**src/pic_pkg.sv**
```systemverilog
/*
 * Constants for the PHY interrupt and extended control register block.
 * The package assumes 32-bit AXI4-Lite data in which each register takes one
 * aligned word, and 16-bit registers that sit in the low half of that word.
 */
package pic_pkg;
    localparam int unsigned REG_W = 16;

    // Register indices; the byte address is four times the index.
    localparam logic [5:0] IDX_EXT_CTRL_ONE = 6'h17;
    localparam logic [5:0] IDX_EXT_CTRL_TWO = 6'h18;
    localparam logic [5:0] IDX_INT_MASK     = 6'h19;
    localparam logic [5:0] IDX_INT_STATUS   = 6'h1A;
    localparam logic [5:0] IDX_SYS_STATUS   = 6'h20;
    localparam logic [5:0] IDX_SYS_ENABLE   = 6'h21;
    localparam logic [5:0] IDX_SYS_CLEAR    = 6'h22;

    // Field positions.
    localparam int unsigned FAR_LOOP_BIT   = 3;
    localparam int unsigned CABLE_LOOP_BIT = 0;
    localparam int unsigned JUMBO_LSB      = 4;
    localparam int unsigned EDGE_LSB       = 13;
    localparam int unsigned GLOBAL_EN_BIT  = 15;
    localparam int unsigned SUMMARY_BIT    = 15;

    // Writable bits of the control and mask registers, whose other bits read as zero, and the source bits.
    localparam logic [15:0] EXT_ONE_WMASK = 16'h0008;
    localparam logic [15:0] EXT_TWO_WMASK = 16'hE031;
    localparam logic [15:0] MASK_WMASK    = 16'hFFBF;
    localparam logic [15:0] SRC_BITS      = 16'h7FBF;

    localparam logic [1:0]  JUMBO_RESERVED = 2'h3;
    localparam logic [15:0] REG_RESET      = 16'h0000;

    // Bits of the system event register.
    localparam int unsigned SYS_W         = 2;
    localparam int unsigned SYS_INT_RISE  = 0;
    localparam int unsigned SYS_BAD_JUMBO = 1;
    localparam logic [1:0]  SYS_RESET     = 2'h0;

    localparam logic [1:0] RESP_OKAY   = 2'h0;
    localparam logic [1:0] RESP_SLVERR = 2'h2;
endpackage
```
**src/pic_ctrl.sv**
```systemverilog
/*
 * PHY extended control registers and masked interrupt mask/status pair,
 * reached over an AXI4-Lite slave port.
 * Assumes one clock, a synchronous active-low reset, and event inputs that
 * are synchronous single-cycle or level pulses from the PHY's own logic.
 */
// Functional notes
// - A status bit reads zero whenever its mask bit is clear.
// - Every source event is held pending inside even while masked.
// - Setting a mask bit over a pending event makes its status bit read set.
// - A status read clears only the pending events whose mask is set then.
// - The interrupt pin and status bit 15 need global enable and a source.
// - Mask bits 14 to 0 map the fixed sources and bit 6 is reserved.
// - Status bits share the mask layout and all of them reset to zero.
// - Bit 3 of control one is a far-end loopback enable, reset to zero.
// - Bit 0 of control two is a cable loopback enable, reset to zero.
// - Bits 5:4 of control two select the largest packet length.
// - Bits 15:13 of control two select the 100 Mb/s edge rate.
`timescale 1ns/1ps
`default_nettype none
module pic_ctrl #(
    parameter int unsigned ADDR_W = 8
) (
    input  wire logic                 aclk,
    input  wire logic                 aresetn,
    input  wire logic [ADDR_W-1:0]    s_axi_awaddr,
    input  wire logic                 s_axi_awvalid,
    output logic                      s_axi_awready,
    input  wire logic [31:0]          s_axi_wdata,
    input  wire logic [3:0]           s_axi_wstrb,
    input  wire logic                 s_axi_wvalid,
    output logic                      s_axi_wready,
    output logic [1:0]                s_axi_bresp,
    output logic                      s_axi_bvalid,
    input  wire logic                 s_axi_bready,
    input  wire logic [ADDR_W-1:0]    s_axi_araddr,
    input  wire logic                 s_axi_arvalid,
    output logic                      s_axi_arready,
    output logic [31:0]               s_axi_rdata,
    output logic [1:0]                s_axi_rresp,
    output logic                      s_axi_rvalid,
    input  wire logic                 s_axi_rready,
    input  wire logic [15:0]          src_event,
    output logic                      far_end_loopback,
    output logic                      cable_loopback,
    output logic [1:0]                jumbo_sel,
    output logic [2:0]                edge_rate,
    output logic                      phy_int,
    output logic                      irq
);
    initial
    begin
        if (ADDR_W < 8)
            $error("pic_ctrl: ADDR_W must be at least 8.");
    end

    function automatic logic [5:0] reg_index(input logic [ADDR_W-1:0] a);
        reg_index = a[7:2];
    endfunction

    function automatic logic known(input logic [ADDR_W-1:0] a);
        logic [5:0] i;
        i = a[7:2];
        known = (a[1:0] == 2'h0) && ((ADDR_W == 8) || (a >> 8) == '0)
              && (i == pic_pkg::IDX_EXT_CTRL_ONE
               || i == pic_pkg::IDX_EXT_CTRL_TWO
               || i == pic_pkg::IDX_INT_MASK
               || i == pic_pkg::IDX_INT_STATUS
               || i == pic_pkg::IDX_SYS_STATUS
               || i == pic_pkg::IDX_SYS_ENABLE
               || i == pic_pkg::IDX_SYS_CLEAR);
    endfunction

    logic [15:0]       ext_one_q, ext_one_d;
    logic [15:0]       ext_two_q, ext_two_d;
    logic [15:0]       mask_q, mask_d;
    logic [15:0]       pend_q, pend_d;
    logic [1:0]        sys_stat_q, sys_stat_d;
    logic [1:0]        sys_en_q, sys_en_d;
    logic              summary_q;
    logic              aw_full_q, w_full_q, bvalid_q, rvalid_q;
    logic [ADDR_W-1:0] awaddr_q;
    logic [31:0]       wdata_q;
    logic [3:0]        wstrb_q;
    logic [1:0]        bresp_q, rresp_q;
    logic [31:0]       rdata_q;

    // Write path: address and data are taken independently, then applied.
    wire               aw_take = s_axi_awvalid && s_axi_awready;
    wire               w_take  = s_axi_wvalid && s_axi_wready;
    wire               wr_fire = aw_full_q && w_full_q && !bvalid_q;
    wire [5:0]         wr_idx  = reg_index(awaddr_q);
    wire               wr_ok   = known(awaddr_q);
    wire [15:0]        lane    = {{8{wstrb_q[1]}}, {8{wstrb_q[0]}}};
    wire               wr_one  = wr_fire && wr_ok
                                 && wr_idx == pic_pkg::IDX_EXT_CTRL_ONE;
    wire               wr_two  = wr_fire && wr_ok
                                 && wr_idx == pic_pkg::IDX_EXT_CTRL_TWO;
    wire               wr_mask = wr_fire && wr_ok
                                 && wr_idx == pic_pkg::IDX_INT_MASK;
    wire               wr_sen  = wr_fire && wr_ok
                                 && wr_idx == pic_pkg::IDX_SYS_ENABLE;
    wire               wr_sclr = wr_fire && wr_ok
                                 && wr_idx == pic_pkg::IDX_SYS_CLEAR;

    // Read path: one read at a time, answered the cycle after the address.
    wire               ar_take = s_axi_arvalid && s_axi_arready;
    wire [5:0]         rd_idx  = reg_index(s_axi_araddr);
    wire               rd_ok   = known(s_axi_araddr);
    wire               rd_stat = ar_take && rd_ok
                                 && rd_idx == pic_pkg::IDX_INT_STATUS;

    // Status view of the pending events.
    wire [15:0]        shown   = pend_q & mask_q & pic_pkg::SRC_BITS;
    wire               summary = mask_q[pic_pkg::GLOBAL_EN_BIT]
                                 && (|shown);
    wire [15:0]        status  = shown
                                 | (16'(summary) << pic_pkg::SUMMARY_BIT);

    wire [15:0]        wr_val  = wdata_q[15:0];
    wire [1:0]         jumbo_w = wr_val[pic_pkg::JUMBO_LSB +: 2];
    wire               bad_jum = wr_two && wstrb_q[0]
                                 && jumbo_w == pic_pkg::JUMBO_RESERVED;

    assign ext_one_d = wr_one
        ? (ext_one_q & ~(lane & pic_pkg::EXT_ONE_WMASK))
          | (wr_val & lane & pic_pkg::EXT_ONE_WMASK)
        : ext_one_q;
    assign ext_two_d = wr_two
        ? (ext_two_q & ~(lane & pic_pkg::EXT_TWO_WMASK))
          | (wr_val & lane & pic_pkg::EXT_TWO_WMASK)
        : ext_two_q;
    assign mask_d = wr_mask
        ? (mask_q & ~(lane & pic_pkg::MASK_WMASK))
          | (wr_val & lane & pic_pkg::MASK_WMASK)
        : mask_q;

    // New events win over a clear in the same cycle.
    assign pend_d = (pend_q & ~(rd_stat ? mask_q : 16'h0000))
                    | (src_event & pic_pkg::SRC_BITS);

    wire [1:0]         sys_ev  = {bad_jum, summary && !summary_q};
    wire [1:0]         sys_clr = (wr_sclr && wstrb_q[0]) ? wr_val[1:0]
                                                         : 2'h0;
    assign sys_stat_d = (sys_stat_q & ~sys_clr) | sys_ev;
    assign sys_en_d   = (wr_sen && wstrb_q[0]) ? wr_val[1:0] : sys_en_q;

    wire [15:0]        rd_val =
        (rd_idx == pic_pkg::IDX_EXT_CTRL_ONE) ? ext_one_q :
        (rd_idx == pic_pkg::IDX_EXT_CTRL_TWO) ? ext_two_q :
        (rd_idx == pic_pkg::IDX_INT_MASK)     ? mask_q    :
        (rd_idx == pic_pkg::IDX_INT_STATUS)   ? status    :
        (rd_idx == pic_pkg::IDX_SYS_STATUS)   ? {14'h0000, sys_stat_q} :
        (rd_idx == pic_pkg::IDX_SYS_ENABLE)   ? {14'h0000, sys_en_q}   :
                                                16'h0000;

    // Each register keeps its own short process, all cleared by reset.
    always_ff @(posedge aclk)
    begin
        if (!aresetn)
            ext_one_q <= pic_pkg::REG_RESET;
        else
            ext_one_q <= ext_one_d;
    end

    always_ff @(posedge aclk)
    begin
        if (!aresetn)
            ext_two_q <= pic_pkg::REG_RESET;
        else
            ext_two_q <= ext_two_d;
    end

    always_ff @(posedge aclk)
    begin
        if (!aresetn)
            mask_q <= pic_pkg::REG_RESET;
        else
            mask_q <= mask_d;
    end

    always_ff @(posedge aclk)
    begin
        if (!aresetn)
            pend_q <= pic_pkg::REG_RESET;
        else
            pend_q <= pend_d;
    end

    always_ff @(posedge aclk)
    begin
        if (!aresetn)
            summary_q <= 1'b0;
        else
            summary_q <= summary;
    end

    always_ff @(posedge aclk)
    begin
        if (!aresetn)
            sys_stat_q <= pic_pkg::SYS_RESET;
        else
            sys_stat_q <= sys_stat_d;
    end

    always_ff @(posedge aclk)
    begin
        if (!aresetn)
            sys_en_q <= pic_pkg::SYS_RESET;
        else
            sys_en_q <= sys_en_d;
    end

    // The address is held from its take until the write is applied.
    always_ff @(posedge aclk)
    begin
        if (!aresetn)
        begin
            aw_full_q <= 1'b0;
            awaddr_q  <= '0;
        end
        else if (aw_take)
        begin
            aw_full_q <= 1'b1;
            awaddr_q  <= s_axi_awaddr;
        end
        else if (wr_fire)
            aw_full_q <= 1'b0;
    end

    // The data and strobes are held the same way.
    always_ff @(posedge aclk)
    begin
        if (!aresetn)
        begin
            w_full_q <= 1'b0;
            wdata_q  <= 32'h00000000;
            wstrb_q  <= 4'h0;
        end
        else if (w_take)
        begin
            w_full_q <= 1'b1;
            wdata_q  <= s_axi_wdata;
            wstrb_q  <= s_axi_wstrb;
        end
        else if (wr_fire)
            w_full_q <= 1'b0;
    end

    // The response stands until the master takes it.
    always_ff @(posedge aclk)
    begin
        if (!aresetn)
        begin
            bvalid_q <= 1'b0;
            bresp_q  <= pic_pkg::RESP_OKAY;
        end
        else if (wr_fire)
        begin
            bvalid_q <= 1'b1;
            bresp_q  <= wr_ok ? pic_pkg::RESP_OKAY
                              : pic_pkg::RESP_SLVERR;
        end
        else if (bvalid_q && s_axi_bready)
            bvalid_q <= 1'b0;
    end

    always_ff @(posedge aclk)
    begin
        if (!aresetn)
        begin
            rvalid_q <= 1'b0;
            rdata_q  <= 32'h00000000;
            rresp_q  <= pic_pkg::RESP_OKAY;
        end
        else if (ar_take)
        begin
            rvalid_q <= 1'b1;
            rdata_q  <= {16'h0000, rd_ok ? rd_val : 16'h0000};
            rresp_q  <= rd_ok ? pic_pkg::RESP_OKAY : pic_pkg::RESP_SLVERR;
        end
        else if (rvalid_q && s_axi_rready)
            rvalid_q <= 1'b0;
    end

    assign s_axi_awready    = !aw_full_q;
    assign s_axi_wready     = !w_full_q;
    assign s_axi_bvalid     = bvalid_q;
    assign s_axi_bresp      = bresp_q;
    assign s_axi_arready    = !rvalid_q;
    assign s_axi_rvalid     = rvalid_q;
    assign s_axi_rdata      = rdata_q;
    assign s_axi_rresp      = rresp_q;

    assign far_end_loopback = ext_one_q[pic_pkg::FAR_LOOP_BIT];
    assign cable_loopback   = ext_two_q[pic_pkg::CABLE_LOOP_BIT];
    assign jumbo_sel        = ext_two_q[pic_pkg::JUMBO_LSB +: 2];
    assign edge_rate        = ext_two_q[pic_pkg::EDGE_LSB +: 3];
    assign phy_int          = summary;
    assign irq              = |(sys_stat_q & sys_en_q);
endmodule // pic_ctrl
`default_nettype wire

```
**config.mk**
```make
export PLATFORM = sky130hd
export DESIGN_NAME = pic_ctrl
export DESIGN_NICKNAME = d
export VERILOG_FILES = /design/src/pic_pkg.sv /design/src/pic_ctrl.sv
export SDC_FILE = /design/constraint.sdc
export NUM_CORES = 1
export LEC_CHECK = 0
export ABC_AREA = 1
export BUFFER_PORTS_ARGS = -buffer_cell sky130_fd_sc_hd__buf_2
export CORE_ASPECT_RATIO = 1.4
export CORE_MARGIN = 2
export CORE_UTILIZATION = 46
export CTS_CLUSTER_DIAMETER = 30
export DETAILED_ROUTE_END_ITERATION = 10
export PLACE_DENSITY = 0.85
export REMOVE_ABC_BUFFERS = 1
export SYNTH_ARGS = -nofsm -noshare
export SYNTH_HDL_FRONTEND = slang
export SYNTH_SLANG_ARGS = --single-unit
```
**constraint.sdc**
```tcl
create_clock -name aclk -period 1.4 [get_ports aclk]
set_input_delay 0.28 -clock aclk [delete_from_list [all_inputs] [get_ports aclk]]
set_output_delay 0.28 -clock aclk [all_outputs]
set_load 0.005 [all_outputs]
```
# [Word-level counts from Yosys, hierarchy flattened]
# Cells that the tools add are included.
# Widths: inputs -> output; s select.
[totals] regBits=119 inputBits=75 out_inout_bits=50 wordCells=117
[op_classes] eq_ne=15 n_mux=18 n_bitwise=19 reduce_logical=48
[ops] cell="$mux 16" count=6
[ops] cell="$and 16x16->16" count=5
[ops] cell="$eq 6x5->1 const B" count=8
[ops] cell="$not 16->16" count=3
[ops] cell="$eq 6x6->1 const B" count=6
[ops] cell="$or 16x16->16" count=2
[ops] cell="$logic_and 1x1->1" count=23
[ops] cell="$not 4->16" count=1
[ops] cell="$or 15x16->16" count=1
[ops] cell="$or 16x15->16" count=1
[ops] cell="$or 16x4->16" count=1
[ops] cell="$and 15x15->15" count=1
[ops] cell="$reduce_or 14->1" count=1
[ops] cell="$logic_or 1x1->1" count=12
[ops] cell="$mux 2" count=5
[ops] cell="$reduce_bool 2->1" count=4
[ops] cell="$mux 1" count=7
[ops] cell="$logic_not 1->1" count=5
[ops] cell="$and 2x2->2" count=2
[ops] cell="$logic_not 2->1" count=2
[ops] cell="$eq 2x2->1 const B" count=1
[ops] cell="$not 2->2" count=1
[ops] cell="$or 2x2->2" count=1
[ops] cell="$reduce_or 2->1" count=1

# [Logic depth before layout (Yosys ltp)]
[depth] word_depth=15 mapped_depth=12

# [Worst setup path before layout]
# OpenSTA, ideal clock, no wires.
[synth_path] path_kind="flip-flop to flip-flop" from="register rvalid_q, in the netlist s_axi_rvalid" to="register pend_q[14]" t_arrival_ns=1.250 t_required_ns=1.268 slack_ns=0.018 path_stages_with_launch=10 path_buffers=1 synth_period_minus_slack_ns=1.382 path_cell_list="dfxtp_1 > inv_1 > nand2_1 > nor3_1 > nand2_1 > inv_2 > buf_2 > nand3_1 > nand2_1 > a21oi_1"
[synth_via] elab_chain_len=8
[synth_lines] element="start: declaration" line="pic_ctrl.sv:81" text="logic aw_full_q, w_full_q, bvalid_q, rvalid_q;"
[synth_lines] element="start signal: assignment" line="pic_ctrl.sv:272" text="rvalid_q <= 1'b0;"
[synth_lines] element="start signal: assignment" line="pic_ctrl.sv:278" text="rvalid_q <= 1'b1;"
[synth_lines] element="start signal: assignment" line="pic_ctrl.sv:283" text="rvalid_q <= 1'b0;"
[synth_lines] element="$logic_not 1->1" line="pic_ctrl.sv:290" text="assign s_axi_arready = !rvalid_q;"
[synth_lines] element="named net s_axi_arready" line="pic_ctrl.sv:38" text="output logic s_axi_arready,"
[synth_lines] element="$logic_and 1x1->1" line="pic_ctrl.sv:107" text="wire ar_take = s_axi_arvalid && s_axi_arready;"
[synth_lines] element="$logic_and 1x1->1" line="pic_ctrl.sv:110" text="wire rd_stat = ar_take && rd_ok"
[synth_lines] element="$logic_and 1x1->1" line="pic_ctrl.sv:111" text="&& rd_idx == pic_pkg::IDX_INT_STATUS;"
[synth_lines] element="$mux 16" line="pic_ctrl.sv:139" text="assign pend_d = (pend_q & ~(rd_stat ? mask_q : 16'h0000))"
[synth_lines] element="$not 16->16" line="pic_ctrl.sv:139"
[synth_lines] element="$and 16x16->16" line="pic_ctrl.sv:139"
[synth_lines] element="$or 16x15->16" line="pic_ctrl.sv:140" text="| (src_event & pic_pkg::SRC_BITS);"
[synth_lines] element="end signal: assignment" line="pic_ctrl.sv:185" text="pend_q <= pic_pkg::REG_RESET;"
[synth_lines] element="end signal: assignment" line="pic_ctrl.sv:187" text="pend_q <= pend_d;"
[synth_lines] element="end: declaration" line="pic_ctrl.sv:77" text="logic [15:0] pend_q, pend_d;"
# The timed path passes the listed nets, and every way through them passes these cells.
# A chain may end at the register's enable or synchronous reset.

==> impl_metrics.yaml <==
floorplan:
  i_o_pin_cnt: 125
  die_h_um: 113
  initial_core_util: 0.477
  floorplan.die.width_um: 81.9
  row_count: 39
  floorplan.core_area_um2: 8200
  design.die.area_um2: 9260
synth:
  cell_types_with_the_largest_area_share_after_synthesis: "dfxtp_1 45%, nand2_1 13%, a21oi_1 8.1%"
  synthCells: 553
  synth_seq_area_share: 0.446
  avgSynthCellArea_um2: 7.07
  yosys_most_used_dff: "dfxtp_1"
  synth-seq-cells: 87
  synthDominantCellAreaShare: 0.446
  netlist-cell-type-count: 29
  synth_enable_flop_cells: 0
  synth.cell_area_um2: 3910
  synth.largest_area_cell: "dfxtp_1"
  postSynth.asyncResetShare: 0
  synth.yosys.warnings: 0
worst_hold_path:
  worstHoldPathType: "in2reg"
sta:
  fin_skew_ps: 7.54
  grt_setup_unrepaired: "yes"
  hold_violations: 0
  postLayoutSetupSlackWorst_ps: -255
  tns_ps: -3790
  maxClockFrequency_ghz: 0.604
  final_period_minus_worst_setup_slack_ps: 1660
  fin_crit_sh: 1.18
  hold-worst-slack_ps: 155
  timing_max_transition_violations_final: 0
  final-setup-viol-count: 27
clock_network:
  cts_inserted_buffers: 9
  clk_pin_slew_worst_paths_ps: 60
  cts_num_sinks: 87
  cts_htree_levels: 3
  cts-hold-fix-buffers: 0
  cts_tree: "built"
  max-clock-path-buffers: 2
  cts_root_buf: "clkbuf_16"
  worstSkewPairLatency_ps: 340
drt:
  antenna_violating_nets_post_route: 0
  drt-wirelength-per-cell_um: 15.4
  drtPass1Iterations: 5
  viasPerCell: 5.39
  postRouteWirelength_um: 12200
  drt_iter0_drc: 339
  drc_viols: 0
  dr_total_vias: 4299
run_status:
  failed_checks: "setup timing"
  run_status: "finished, violations left"
global_route:
  maximum_number_of_pins_on_one_net_before_global_route_repair: 51
  first_global_vias: 3706
  grt_pass1_wl_um: 16400
  globalRouteOverflowTotal: 0
  grtUsageTotal: 0.228
  grt_antenna_before_repair: 0
setup_path:
  worst-endpoint-arrival_ps: 1930
  setup.worst_path.start_class: "flop"
  cp_data_required_time_ps: 1670
  timing.critical_path.to_type: "flop"
  timing_worst_setup_path_type: "reg2reg"
  crit_fanout: 4
final_layout:
  n_antenna_cell: 0
  finalNonFillerCells: 797
  drive_gt1_frac: 0.394
  nets: 766
  flow.area_growth_from_synthesis_pct: 42.2
  final.fill_count: 627
placed_design:
  post-place-ws_ps: -192
  dpl.hpwl_um: 7220
  placed_cells_incl_taps: 758
  place_congestion: 0.861
  port_buffers: 84
pwr:
  cellLeakagePower_nw: 2.48
  vdd_ir_drop_max_mv: 1.26
  power_density_nw_per_um2: 1010
job:
  drv.max_cap_violation_count: 0
==> report_power, final <==
group	switching, mW	total [mW]	internal (mW)
registers	0.0895	2.67	2.58
clock network	0.940	2.41	1.47
logic	0.321	0.549	0.228
==> cells in the mapped netlist (all sizes together) (6+ instances only) <==
cell type	count
nor3	6
nor2	69
nand3	25
inv	51
clkbuf	14
nand2	138
buf	27
nand4	23
o211ai	6
dfxtp	87
a21oi	63
o21ai	36
==> logic make-up (layout without fill, tap and decap cells) <==
family | Yosys count | in the layout | synth area share
compound gates | 110 | 110 | 0.148
buf+inv | 93 | 217 | 0.115
flops | 87 | 87 | 0.446
other cells | 1 | 19 | 0.000960
simple gates | 262 | 262 | 0.291
==> final cells by class <==
class	instances	area, µm²	share of cell area
multi-input cells	391	2100	0.379
flip-flops and latches	87	1770	0.319
repair buffers	149	1030	0.186
clock buffers	12	256	0.0462
inverters	52	213	0.0383
well taps	102	128	0.0230
clock inverters	3	42.5	0.00766
repair inverters	1	6.26	0.00113
==> cell usage in the layout, fill, tap and decap left out, drive strengths merged, types with 14 or more instances in the layout <==
master | netlist | final
inv | 51 | 50
nor2 | 69 | 69
nand3 | 25 | 25
buf | 27 | 147
conb | 1 | 19
nand2 | 138 | 138
nand4 | 23 | 23
dfxtp | 87 | 87
clkbuf | 14 | 14
o21ai | 36 | 36
a21oi | 63 | 63
==> metal layers <==
metal / share of wire / wire length (µm) / up-vias / track usage
met1: 0.38 / 4670 / 1995 / 0.251
met2: 0.52 / 6360 / 195 / 0.392
met4: 0.044 / 539 / 0 / 0.141
li1: - / - / 2057 / -
met5: 0 / 0 / - / 0
met3: 0.055 / 671 / 52 / 0.0463
==> what timing repair did <==
action / CTS / global route
gates resized for setup: 40 / 86
endpoints found under the setup margin: 28 / 56
pin swaps: 26 / 39
gates cloned: 1 / 3
setup buffers: 7 / 13
==> worst max-delay path, stage by stage (launching register included) <==
cell	delay (ps)
dfxtp_1	350
nand2_1	120
nor3_4	180
nand2_2	100
nand2_4	120
nand2_8	90
nor2_4	200
nand3_2	110
nand2_1	100
nand2_1	80
nor2_1	130
==> metrics by stage <==
step	cell area [µm²]	util	total power [mW]
floorplan	3720	-	2.91
global placement	4640	0.566	3.14
detailed placement	4640	0.566	3.16
CTS	5110	0.624	5.56
global route	5560	0.678	5.81
finish	5560	0.678	5.63
==> worst paths after layout <==
path	start	to	slack (ps)	cells past startpoint
max reg2reg	awaddr_q[2]	flop	-260	10
max	awaddr_q[2]	flop	-260	10
min reg2reg	summary_q	sys_stat_q[0]	410	1
min	s_axi_awaddr[0]	awaddr_q[0]	160	3
(Power assumes the default switching activity.)
